[src/common/sptw_pkg.sv]
// constants shared by the segment/page table walker and its translation caches
// assumes 32-bit virtual and physical addresses and word-wide table entries
package sptw_pkg;
  // address split
  localparam int VA_W        = 32;
  localparam int VPN_W       = 20;
  localparam int SEG_W       = 10;
  localparam int SEG_LO      = 22;
  localparam int PG_LO       = 12;
  localparam int ROOT_LO     = 12;
  // table entry field positions
  localparam int B_V         = 0;
  localparam int B_W         = 1;
  localparam int B_U         = 2;
  localparam int B_K         = 3;
  localparam int B_R         = 3;
  localparam int B_M         = 4;
  localparam int B_C         = 11;
  // packed layout of a lookaside buffer entry: {pfn, c, u, w, m}
  localparam int TD_W        = 24;
  localparam int TD_M        = 0;
  localparam int TD_WR       = 1;
  localparam int TD_U        = 2;
  localparam int TD_C        = 3;
  localparam int TD_PFN      = 4;
  // packed layout of a flat region entry: {base, bound, c, u, w}
  localparam int FD_W        = 23;
  localparam int FD_WR       = 0;
  localparam int FD_U        = 1;
  localparam int FD_C        = 2;
  localparam int FD_BND      = 3;
  localparam int FD_BASE     = 13;
  // sizes and timing
  localparam int TLB_ENTRIES_DEF  = 32;
  localparam int MICRO_UPDATE_CYC = 1;

  typedef enum logic [2:0] {FLT_NONE, FLT_FETCH, FLT_READ, FLT_WRITE, FLT_BUS} sptw_fault_e;
endpackage

[src/logic/sptw_tlb.sv]
// fully associative translation lookaside buffer, round-robin replacement
// assumes fills, drops and flushes come from the walker on the same clock
`timescale 1ns/1ps
`default_nettype none
module sptw_tlb #(
  parameter int ENTRIES = sptw_pkg::TLB_ENTRIES_DEF,
  parameter int DW      = sptw_pkg::TD_W
) (
  input  wire logic                     clk,
  input  wire logic                     resetn,
  input  wire logic                     flushAll,
  input  wire logic                     dropValid,
  input  wire logic [sptw_pkg::VPN_W-1:0] dropVpn,
  input  wire logic [sptw_pkg::VPN_W-1:0] lookVpn,
  output logic                          hit,
  output logic [DW-1:0]                 hitData,
  input  wire logic                     fillValid,
  input  wire logic [sptw_pkg::VPN_W-1:0] fillVpn,
  input  wire logic [DW-1:0]            fillData
);
  localparam int PW = $clog2(ENTRIES);

  if (ENTRIES < 2 || (ENTRIES & (ENTRIES - 1)) != 0) begin : g_chk
    $error("sptw_tlb: ENTRIES must be a power of two");
  end

  logic [ENTRIES-1:0]         valid_q;
  logic [ENTRIES-1:0]         match;
  logic [sptw_pkg::VPN_W-1:0] tag_q  [ENTRIES];
  logic [DW-1:0]              data_q [ENTRIES];
  logic [PW-1:0]              ptr_q;

  // per entry: a fill also kills an older copy of the same page, no duplicates
  for (genvar i = 0; i < ENTRIES; i++) begin : g_ent
    assign match[i] = valid_q[i] && (tag_q[i] == lookVpn);
    always_ff @(posedge clk) begin
      if (!resetn || flushAll) begin
        valid_q[i] <= 1'b0;
      end else if (fillValid && ptr_q == PW'(i)) begin
        valid_q[i] <= 1'b1;
        tag_q[i]   <= fillVpn;
        data_q[i]  <= fillData;
      end else if ((dropValid && tag_q[i] == dropVpn) || (fillValid && tag_q[i] == fillVpn)) begin
        valid_q[i] <= 1'b0;
      end
    end
  end

  // replacement pointer
  always_ff @(posedge clk) begin
    if (!resetn) begin
      ptr_q <= '0;
    end else if (fillValid) begin
      ptr_q <= ptr_q + 1'b1;
    end
  end

  // one-hot match, so an or-reduction selects the data
  always_comb begin
    hitData = '0;
    for (int k = 0; k < ENTRIES; k++) begin
      if (match[k]) begin
        hitData = hitData | data_q[k];
      end
    end
  end
  assign hit = |match;
endmodule // sptw_tlb
`default_nettype wire

[src/logic/sptw_flat_cache.sv]
// single-entry cache of the last nonpaged segment entry used
// assumes fills, drops and flushes come from the walker on the same clock
`timescale 1ns/1ps
`default_nettype none
module sptw_flat_cache (
  input  wire logic                       clk,
  input  wire logic                       resetn,
  input  wire logic                       flushAll,
  input  wire logic                       dropValid,
  input  wire logic [sptw_pkg::SEG_W-1:0] dropSeg,
  input  wire logic [sptw_pkg::SEG_W-1:0] lookSeg,
  output logic                            hit,
  output logic [sptw_pkg::FD_W-1:0]       hitData,
  input  wire logic                       fillValid,
  input  wire logic [sptw_pkg::SEG_W-1:0] fillSeg,
  input  wire logic [sptw_pkg::FD_W-1:0]  fillData
);
  logic                       valid_q;
  logic [sptw_pkg::SEG_W-1:0] seg_q;
  logic [sptw_pkg::FD_W-1:0]  data_q;

  // fill wins over a drop of another segment in the same cycle
  always_ff @(posedge clk) begin
    if (!resetn || flushAll) begin
      valid_q <= 1'b0;
    end else if (fillValid) begin
      valid_q <= 1'b1;
      seg_q   <= fillSeg;
      data_q  <= fillData;
    end else if (dropValid && dropSeg == seg_q) begin
      valid_q <= 1'b0;
    end
  end

  assign hit     = valid_q && (seg_q == lookSeg);
  assign hitData = data_q;
endmodule // sptw_flat_cache
`default_nettype wire

[src/logic/sptw_walker.sv]
// segment/page table walker with text and data translation caches
// assumes one request at a time from the core and a word bus that acks every access
// Function
// segment entry address is root bits 31:12 joined with virtual bits 31:22
// entry bit 3 picks paged (0) or nonpaged (1); kinds may mix
// paged segment bits 31:12 are page table base; bit 11 sets fetch caching
// an entry maps only when its valid bit 0 is set
// nonpaged entry: base in bits 31:22, size bound in 21:12 per 4 KB
// nonpaged physical address is segment base then the segment offset
// cache bit 0 asserts the uncached indicator for that region
// user access needs bit 2, writes need bit 1; kernel reads always
// page entry address is segment entry bits 31:12 joined with page number
// paged physical address is page frame base then the 12-bit offset
// protection violation gives a fault and no memory access
// first write sets modified bit 4 in memory, later writes skip it
// first reference sets referenced bit 3 in memory, only once
// software clears referenced and modified bits and then drops the entry
// every reset empties both lookaside buffers and both flat caches
// writing the table root pointer empties all translation caches
// drop operation invalidates cached translations of its address
// drop operation needs no privilege and never faults
// lock held over page entry fetch and its write-back, else released
// bus error during the walk abandons it with an exception
// translate only when the state word bit is set; 32-entry buffers
// fault kind follows access: fetch, read, or write for stores
// micro cache miss that hits a text cache costs exactly one cycle
// nonpaged page index above the bound is a missing mapping
// segment entry read first; caches filled only after a clean walk
`timescale 1ns/1ps
`default_nettype none
module sptw_walker #(
  parameter int TLB_ENTRIES = sptw_pkg::TLB_ENTRIES_DEF
) (
  input  wire logic        clk,
  input  wire logic        resetn,
  input  wire logic        translateOn,
  input  wire logic [31:0] tableRootPointer,
  input  wire logic        rootWrite,
  input  wire logic        dropTranslationOp,
  input  wire logic [31:0] dropAddr,
  input  wire logic        reqValid,
  input  wire logic [31:0] reqAddr,
  input  wire logic        reqText,
  input  wire logic        reqWrite,
  input  wire logic        reqUser,
  output logic             reqReady,
  output logic             rspValid,
  output logic [31:0]      rspAddr,
  output logic             rspUncachedAccessN,
  output logic             rspFault,
  output sptw_pkg::sptw_fault_e rspFaultKind,
  output logic             memReq,
  output logic [31:0]      memAddr,
  output logic             memWrite,
  output logic [31:0]      memWdata,
  output logic             memLock,
  output logic             memUncachedAccessN,
  input  wire logic        memAck,
  input  wire logic        memErr,
  input  wire logic [31:0] memRdata
);
  typedef enum {ST_IDLE, ST_LOOK, ST_SEG, ST_PTE, ST_WB} sptw_state_e;

  sptw_state_e           state_q;
  logic [31:0]           root_q, va_q, memAddr_q, memWdata_q, rspAddr_q;
  logic                  text_q, write_q, user_q, reqReady_q;
  logic                  rspValid_q, rspUncN_q, rspFault_q;
  sptw_pkg::sptw_fault_e rspKind_q;
  logic                  memReq_q, memWrite_q, memLock_q, memUncN_q;
  logic                  microValid_q, microC_q, microU_q;
  logic [19:0]           microVpn_q, microPfn_q;
  logic                  fillTlb_q, fillFlat_q;
  logic [sptw_pkg::TD_W-1:0] fillTlbData_q, tDataT, tDataD, tData;
  logic [sptw_pkg::FD_W-1:0] fillFlatData_q, fDataT, fDataD, fData;
  logic                  tHitT, tHitD, fHitT, fHitD, tHit, fHit, tlbUse, flushAll;
  logic                  microHit, fOob, sOob, eV, eW, eU, eK, eR, eM, eC;
  logic [9:0]            fBound;
  sptw_pkg::sptw_fault_e kindF;
  logic [31:0]           pteNew;

  assign flushAll = rootWrite;
  assign tHit     = text_q ? tHitT : tHitD;
  assign tData    = text_q ? tDataT : tDataD;
  assign fHit     = text_q ? fHitT : fHitD;
  assign fData    = text_q ? fDataT : fDataD;
  // a clean write hit still walks while the cached copy lacks the modified bit
  assign tlbUse   = tHit && !(write_q && !tData[sptw_pkg::TD_M]);
  assign fBound   = fData[sptw_pkg::FD_BND +: 10];
  assign fOob     = va_q[21:12] > fBound;
  assign kindF    = write_q ? sptw_pkg::FLT_WRITE :
                    (text_q ? sptw_pkg::FLT_FETCH : sptw_pkg::FLT_READ);
  assign microHit = reqText && microValid_q && reqAddr[31:12] == microVpn_q &&
                    (!reqUser || microU_q);
  // fields of the entry arriving from memory
  assign eV     = memRdata[sptw_pkg::B_V];
  assign eW     = memRdata[sptw_pkg::B_W];
  assign eU     = memRdata[sptw_pkg::B_U];
  assign eK     = memRdata[sptw_pkg::B_K];
  assign eR     = memRdata[sptw_pkg::B_R];
  assign eM     = memRdata[sptw_pkg::B_M];
  assign eC     = memRdata[sptw_pkg::B_C];
  assign sOob   = va_q[21:12] > memRdata[21:12];
  assign pteNew = {memRdata[31:5], eM | write_q, 1'b1, memRdata[2:0]};

  // kernel may always read a valid mapping; writes always need the write bit
  function automatic logic deny(input logic u, input logic w);
    return (user_q && !u) || (write_q && !w);
  endfunction

  // finish a request; rsp fields stand until the next response
  task automatic respond(input logic [31:0] a, input logic c, input sptw_pkg::sptw_fault_e k,
                         input logic upd, input logic u);
    rspValid_q <= 1'b1;
    rspAddr_q  <= a;
    rspUncN_q  <= c;
    rspFault_q <= (k != sptw_pkg::FLT_NONE);
    rspKind_q  <= k;
    reqReady_q <= 1'b1;
    state_q    <= ST_IDLE;
    if (upd && text_q && k == sptw_pkg::FLT_NONE) begin
      microValid_q <= 1'b1;
      microVpn_q   <= va_q[31:12];
      microPfn_q   <= a[31:12];
      microC_q     <= c;
      microU_q     <= u;
    end
  endtask

  // clean page walk end: answer, then fill the buffer
  task automatic pteDone(input logic [31:0] e);
    respond({e[31:12], va_q[11:0]}, e[sptw_pkg::B_C], sptw_pkg::FLT_NONE, 1'b1,
            e[sptw_pkg::B_U]);
    fillTlb_q     <= 1'b1;
    fillTlbData_q <= {e[31:12], e[sptw_pkg::B_C], e[sptw_pkg::B_U], e[sptw_pkg::B_W],
                      e[sptw_pkg::B_M]};
  endtask

  // root pointer, captured on software write
  always_ff @(posedge clk) begin
    if (!resetn) begin
      root_q <= 32'h0000_0000;
    end else if (rootWrite) begin
      root_q <= tableRootPointer;
    end
  end

  // request, walk and bus sequencing
  always_ff @(posedge clk) begin
    if (!resetn) begin
      state_q        <= ST_IDLE;
      reqReady_q     <= 1'b1;
      va_q           <= 32'h0000_0000;
      text_q         <= 1'b0;
      write_q        <= 1'b0;
      user_q         <= 1'b0;
      rspValid_q     <= 1'b0;
      rspAddr_q      <= 32'h0000_0000;
      rspUncN_q      <= 1'b1;
      rspFault_q     <= 1'b0;
      rspKind_q      <= sptw_pkg::FLT_NONE;
      memReq_q       <= 1'b0;
      memAddr_q      <= 32'h0000_0000;
      memWrite_q     <= 1'b0;
      memWdata_q     <= 32'h0000_0000;
      memLock_q      <= 1'b0;
      memUncN_q      <= 1'b1;
      microValid_q   <= 1'b0;
      microVpn_q     <= 20'h00000;
      microPfn_q     <= 20'h00000;
      microC_q       <= 1'b1;
      microU_q       <= 1'b0;
      fillTlb_q      <= 1'b0;
      fillFlat_q     <= 1'b0;
      fillTlbData_q  <= '0;
      fillFlatData_q <= '0;
    end else begin
      rspValid_q <= 1'b0;
      fillTlb_q  <= 1'b0;
      fillFlat_q <= 1'b0;
      case (state_q)
        ST_IDLE: begin
          if (reqValid && reqReady_q) begin
            va_q       <= reqAddr;
            text_q     <= reqText;
            write_q    <= reqWrite;
            user_q     <= reqUser;
            reqReady_q <= 1'b0;
            if (!translateOn) begin
              respond(reqAddr, 1'b1, sptw_pkg::FLT_NONE, 1'b0, 1'b0);
            end else if (microHit) begin
              respond({microPfn_q, reqAddr[11:0]}, microC_q, sptw_pkg::FLT_NONE, 1'b0, 1'b0);
            end else begin
              state_q <= ST_LOOK;
            end
          end
        end
        ST_LOOK: begin
          if (fHit) begin
            if (fOob || deny(fData[sptw_pkg::FD_U], fData[sptw_pkg::FD_WR])) begin
              respond(va_q, 1'b1, kindF, 1'b0, 1'b0);
            end else begin
              respond({fData[sptw_pkg::FD_BASE +: 10], va_q[21:0]}, fData[sptw_pkg::FD_C],
                      sptw_pkg::FLT_NONE, 1'b1, fData[sptw_pkg::FD_U]);
            end
          end else if (tlbUse) begin
            if (deny(tData[sptw_pkg::TD_U], tData[sptw_pkg::TD_WR])) begin
              respond(va_q, 1'b1, kindF, 1'b0, 1'b0);
            end else begin
              respond({tData[sptw_pkg::TD_PFN +: 20], va_q[11:0]}, tData[sptw_pkg::TD_C],
                      sptw_pkg::FLT_NONE, 1'b1, tData[sptw_pkg::TD_U]);
            end
          end else begin
            memReq_q   <= 1'b1;
            memAddr_q  <= {root_q[31:sptw_pkg::ROOT_LO], va_q[31:sptw_pkg::SEG_LO], 2'b00};
            memWrite_q <= 1'b0;
            memLock_q  <= 1'b0;
            memUncN_q  <= 1'b1;
            state_q    <= ST_SEG;
          end
        end
        ST_SEG: begin
          if (memAck) begin
            memReq_q <= 1'b0;
            if (memErr) begin
              respond(va_q, 1'b1, sptw_pkg::FLT_BUS, 1'b0, 1'b0);
            end else if (!eV) begin
              respond(va_q, 1'b1, kindF, 1'b0, 1'b0);
            end else if (eK) begin
              if (sOob || deny(eU, eW)) begin
                respond(va_q, 1'b1, kindF, 1'b0, 1'b0);
              end else begin
                respond({memRdata[31:22], va_q[21:0]}, eC, sptw_pkg::FLT_NONE, 1'b1, eU);
                fillFlat_q     <= 1'b1;
                fillFlatData_q <= {memRdata[31:12], eC, eU, eW};
              end
            end else begin
              memReq_q  <= 1'b1;
              memAddr_q <= {memRdata[31:12], va_q[21:12], 2'b00};
              memLock_q <= 1'b1;
              memUncN_q <= eC;
              state_q   <= ST_PTE;
            end
          end
        end
        ST_PTE: begin
          if (memAck) begin
            memReq_q <= 1'b0;
            if (memErr || !eV || deny(eU, eW)) begin
              memLock_q <= 1'b0;
              respond(va_q, 1'b1, memErr ? sptw_pkg::FLT_BUS : kindF, 1'b0, 1'b0);
            end else if (!eR || (write_q && !eM)) begin
              memReq_q   <= 1'b1;
              memWrite_q <= 1'b1;
              memWdata_q <= pteNew;
              state_q    <= ST_WB;
            end else begin
              memLock_q <= 1'b0;
              pteDone(memRdata);
            end
          end
        end
        ST_WB: begin
          if (memAck) begin
            memReq_q   <= 1'b0;
            memWrite_q <= 1'b0;
            memLock_q  <= 1'b0;
            if (memErr) begin
              respond(va_q, 1'b1, sptw_pkg::FLT_BUS, 1'b0, 1'b0);
            end else begin
              pteDone(memWdata_q);
            end
          end
        end
        default: state_q <= ST_IDLE;
      endcase
      // any drop may hit the micro entry; clearing it costs only one refill
      if (rootWrite || dropTranslationOp) begin
        microValid_q <= 1'b0;
      end
    end
  end

  // text and data translation caches; drops take no privilege check
  sptw_tlb #(.ENTRIES(TLB_ENTRIES), .DW(sptw_pkg::TD_W)) u_tlb_text (
    .clk(clk), .resetn(resetn), .flushAll(flushAll),
    .dropValid(dropTranslationOp), .dropVpn(dropAddr[31:12]),
    .lookVpn(va_q[31:12]), .hit(tHitT), .hitData(tDataT),
    .fillValid(fillTlb_q && text_q), .fillVpn(va_q[31:12]), .fillData(fillTlbData_q)
  );
  sptw_tlb #(.ENTRIES(TLB_ENTRIES), .DW(sptw_pkg::TD_W)) u_tlb_data (
    .clk(clk), .resetn(resetn), .flushAll(flushAll),
    .dropValid(dropTranslationOp), .dropVpn(dropAddr[31:12]),
    .lookVpn(va_q[31:12]), .hit(tHitD), .hitData(tDataD),
    .fillValid(fillTlb_q && !text_q), .fillVpn(va_q[31:12]), .fillData(fillTlbData_q)
  );
  sptw_flat_cache u_flat_text (
    .clk(clk), .resetn(resetn), .flushAll(flushAll),
    .dropValid(dropTranslationOp), .dropSeg(dropAddr[31:22]),
    .lookSeg(va_q[31:22]), .hit(fHitT), .hitData(fDataT),
    .fillValid(fillFlat_q && text_q), .fillSeg(va_q[31:22]), .fillData(fillFlatData_q)
  );
  sptw_flat_cache u_flat_data (
    .clk(clk), .resetn(resetn), .flushAll(flushAll),
    .dropValid(dropTranslationOp), .dropSeg(dropAddr[31:22]),
    .lookSeg(va_q[31:22]), .hit(fHitD), .hitData(fDataD),
    .fillValid(fillFlat_q && !text_q), .fillSeg(va_q[31:22]), .fillData(fillFlatData_q)
  );

  // outputs straight from flops
  assign reqReady           = reqReady_q;
  assign rspValid           = rspValid_q;
  assign rspAddr            = rspAddr_q;
  assign rspUncachedAccessN = rspUncN_q;
  assign rspFault           = rspFault_q;
  assign rspFaultKind       = rspKind_q;
  assign memReq             = memReq_q;
  assign memAddr            = memAddr_q;
  assign memWrite           = memWrite_q;
  assign memWdata           = memWdata_q;
  assign memLock            = memLock_q;
  assign memUncachedAccessN = memUncN_q;
endmodule // sptw_walker
`default_nettype wire

[config.mk]
export PLATFORM = sky130hd
export DESIGN_NAME = sptw_walker
export DESIGN_NICKNAME = d
export VERILOG_FILES = /design/src/common/sptw_pkg.sv /design/src/logic/sptw_tlb.sv /design/src/logic/sptw_flat_cache.sv /design/src/logic/sptw_walker.sv
export SDC_FILE = /design/constraint.sdc
export NUM_CORES = 2
export LEC_CHECK = 0
export BUFFER_PORTS_ARGS = -buffer_cell sky130_fd_sc_hd__buf_2
export CAP_MARGIN = 20
export CELL_PAD_IN_SITES_DETAIL_PLACEMENT = 1
export CELL_PAD_IN_SITES_GLOBAL_PLACEMENT = 1
export CORE_ASPECT_RATIO = 1.1
export CORE_MARGIN = 2
export CORE_UTILIZATION = 40
export CTS_CLUSTER_DIAMETER = 100
export DETAILED_ROUTE_END_ITERATION = 12
export HOLD_SLACK_MARGIN = 0.15
export PLACE_DENSITY = 0.72
export SYNTH_ARGS = -nofsm -noshare
export SYNTH_HDL_FRONTEND = slang
export SYNTH_SLANG_ARGS = --single-unit
[constraint.sdc]
create_clock -name clk -period 10.95 [get_ports clk]
set_input_delay 2.19 -clock clk [delete_from_list [all_inputs] [get_ports clk]]
set_output_delay 2.19 -clock clk [all_outputs]
set_load 0.02 [all_outputs]
==> results.py <==
metrics = {
    "run_status": {
        "status": "finished, final reports clean",
    },
    "setup_path": {
        "rr_worst_depth": 17,
        "path_cells": "buf_4, buf_4, xnor2_1, nand4_1, nor3_1, and3_1, buf_4, a22oi_1, nand2_1, or4_1, o22ai_2, nor3_2, buf_4, o211ai_1, buf_4, nor2_4, a211oi_2",
        "arrival_ns": 7.54,
        "startpoint_type": "register",
        "slowest_delay_ns": 0.88,
        "cp.buffers_inverters": 5,
        "crit_required_ns": 11.74,
        "crit_top_cell": "buf_4",
        "cp_max_fo": 25,
        "crit_type": "reg2reg",
        "cpLargestDelayFamily": "buffers and inverters",
        "cpMaxStageDelayCell": "nor3_1",
        "crit_cells": 17,
        "end_kind": "register",
    },
    "route": {
        "initialDrtViolationCount": 14300,
        "num_vias": 99000,
        "wirelength_um": 560000,
        "ant_nets": 0,
        "route.detailed.drc": 0,
        "firstDrtPassIters": 8,
        "via_per_inst": 6.38,
        "wl_per_cell_um": 36.1,
    },
    "layout": {
        "area_growth_syn_to_layout_pct": 12.9,
        "nets": 10600,
        "seq_area_um2": 93300,
        "fin_cells": 15500,
        "final_cell_mix": "edfxtp_1 (2882), xnor2_1 (2051), nand4_1 (701)",
        "final_common_cell": "edfxtp_1",
        "multi_input_area_um2": 46900,
        "fillers": 35700,
        "drive_gt1_frac": 0.123,
    },
    "floorplan": {
        "die_y_um": 632,
        "die_area_um2": 363000,
        "coreArea_um2": 357000,
        "pin_count": 246,
        "start_util": 0.402,
        "rows": 230,
        "die_x_um": 575,
    },
    "timing": {
        "setup_violations": 0,
        "worst_pin_slew_ns": 1.25,
        "final.setup.tns_ns": 0,
        "report.final.hold_viol_count": 0,
        "slew_violations": 0,
        "period_needed_ns": 6.75,
        "slew_headroom": 0.158,
        "skew_ns": 0.0746,
        "fin_crit_sh": 0.616,
        "fmax_mhz": 148,
        "rsz0062_at_grt": "false",
    },
    "synth": {
        "synth_cell_types": 91,
        "synth_area_leaders": "edfxtp_1 (60%), xnor2_1 (13%), dfxtp_1 (4.6%), xor2_1 (3.5%), nand4_1 (3.1%)",
        "ys.flop_type": "edfxtp_1",
        "synthArstFlopShare": 0,
        "synth_warnings": 0,
        "synthesis.area_um2": 143000,
        "synth_cells": 10200,
        "synthDominantCellAreaShare": 0.604,
        "syn_area_per_cell_um2": 14.0,
        "synth-edff-count": 2882,
        "yosys_register_bits": 3213,
        "synth_top_cell_by_area": "edfxtp_1",
        "seq_area_frac_synth": 0.650,
    },
    "clock_tree": {
        "cts_tree": "done",
        "clockBufferDepth": 4,
        "cts_made_buffers": 346,
        "cts_resized": 0,
        "cts_hold_buffers": 0,
        "cts_setup_buffers": 0,
        "h-tree-depth": 5,
        "clk_latency_ns": 0.97,
        "root_buffer": "clkbuf_16",
        "cts.sinks": 3213,
        "clk_pin_slew_ns": 0.06,
    },
    "global_routing": {
        "grt_overflow": 0,
        "antenna_found_initial": 34,
        "grt_pass1_wl_um": 778000,
        "first_global_vias": 102000,
        "grt_max_degree": 151,
        "grtUsageTotal": 0.299,
    },
    "place": {
        "hpwl_um": 315000,
        "place_inst": 14900,
        "numPortBuffers": 219,
        "gp_congestion": 0.878,
    },
    "power_and_ir_drop": {
        "p_per_area_nw_per_um2": 168,
        "p_leak_nw": 51.3,
        "ir_drop_mv": 0.128,
    },
    "job": {
        "drv_cap": 0,
    },
    "worst_hold_path": {
        "hold_depth": 0,
        "hold_path.class": "reg2reg",
    },
}
-- cells by family (layout without fill, tap and decap cells) --
group | after synthesis | in the layout | synth area share
multiplexers | 119 | 119 | 0.00849
flip-flops | 3213 | 3213 | 0.650
AO/OA/AOI/OAI | 1346 | 1346 | 0.0707
other | 1 | 19 | 0.0000262
AND/OR/NAND/NOR | 2183 | 2183 | 0.0815
XOR/XNOR | 2619 | 2619 | 0.160
buffers and inverters | 719 | 1241 | 0.0265
adder cells (fa/ha/maj) | 32 | 32 | 0.00279
-- cells in the mapped netlist, types with 12 or more instances --
cell type	count
nand3_1	150
mux2_2	21
a31oi_1	58
clkbuf_1	345
a22oi_1	301
a311oi_1	67
buf_2	42
nor2b_1	20
a22o_1	165
o211ai_1	13
buf_6	103
nor4_1	232
buf_4	57
nand4_1	701
nor3_2	18
and3_1	103
nand2_1	489
mux2i_1	98
xnor2_1	2051
o21ai_0	91
dfxtp_1	331
nor2_1	259
ha_1	32
inv_1	57
o221ai_1	15
and4_1	17
and2_1	14
buf_1	109
xor2_1	568
nor3_1	112
edfxtp_1	2882
o2111ai_1	14
a211oi_1	18
nand2b_1	12
a21oi_1	230
o22ai_1	18
a31o_2	56
a222oi_1	55
a221oi_1	144
-- registers in the layout, summed over array words and instances (netlist names), 23 cells and up --
register and count:
va_q 32, rspAddr 32, u_tlb_text.valid_q 32, u_flat_text.hitData 23
fillTlbData_q 24, memAddr 30, u_tlb_data.valid_q 32, u_flat_data.hitData 23
fillFlatData_q 23, u_tlb_data.data_q 768, u_tlb_data.tag_q 640, u_tlb_text.data_q 768
memWdata 32, u_tlb_text.tag_q 640
-- final timing paths --
kind | startpoint | to | slack (ns)
max | va_q[31]$_SDFFE_PN0P_ | microPfn_q[3]$_SDFFE_PN0P_ | 4.20
min | fillFlatData_q[2]$_SDFFE_PN0P_ | u_flat_text.hitData[2]$_DFFE_PP_ | 0.45
max reg2reg | va_q[31]$_SDFFE_PN0P_ | microPfn_q[3]$_SDFFE_PN0P_ | 4.20
min reg2reg | fillFlatData_q[2]$_SDFFE_PN0P_ | u_flat_text.hitData[2]$_DFFE_PP_ | 0.45
-- through the flow --
| stage | instance area [um2] | utilization | power [W] | worst slack (ns) | hold WS (ns) |
|---|---|---|---|---|---|
| 4_1_cts | 162000 | 0.453 | 0.0272 | 4.40 | 0.455 |
| 3_5_place_dp | 150000 | 0.421 | 0.0156 | 4.45 | 0.439 |
| 6_report | 162000 | 0.454 | 0.0272 | 4.20 | 0.452 |
| 2_1_floorplan | 143000 | - | 0.0148 | 4.30 | 0.425 |
| 5_1_grt | 162000 | 0.453 | 0.0277 | 4.09 | 0.466 |
| 3_3_place_gp | 150000 | 0.421 | 0.0156 | 4.57 | 0.429 |
-- layer usage --
metal	routed length (um)	track usage	vias to the layer above	part of all wire
li1	-	-	39100	-
met1	206000	0.378	51300	0.37
met2	257000	0.481	6894	0.46
met3	61200	0.0608	1727	0.11
met4	36300	0.167	16	0.065
met5	101	0	-	0.00018
-- report_power, final --
part           internal (W)  leakage, nW  total, W  switching [W]
logic              0.000603         15.3   0.00197        0.00137
clock network       0.00665         5.48    0.0118        0.00517
registers            0.0133         30.5    0.0134       0.000103
total                0.0206         51.3    0.0272        0.00664
-- layout make-up --
class                      count  area share
multi-input combinational   6301       0.290
clock inverter               192      0.0119
inverter                      58     0.00139
sequential                  3213       0.576
tap                         4756      0.0368
timing repair buffer         539      0.0261
clock buffer                 452      0.0574
antenna                       17    0.000263
-- worst register-to-register path, cell delays in order, from the launching register on --
cell and delay [ns]:
dfxtp_4 0.66, buf_4 0.65, buf_4 0.65, xnor2_1 0.21, nand4_1 0.11, nor3_1 0.88
and3_1 0.50, buf_4 0.46, a22oi_1 0.14, nand2_1 0.11, or4_1 0.21, o22ai_2 0.27
nor3_2 0.23, buf_4 0.33, o211ai_1 0.39, buf_4 0.36, nor2_4 0.31, a211oi_2 0.12
(Power assumes the default switching activity.)
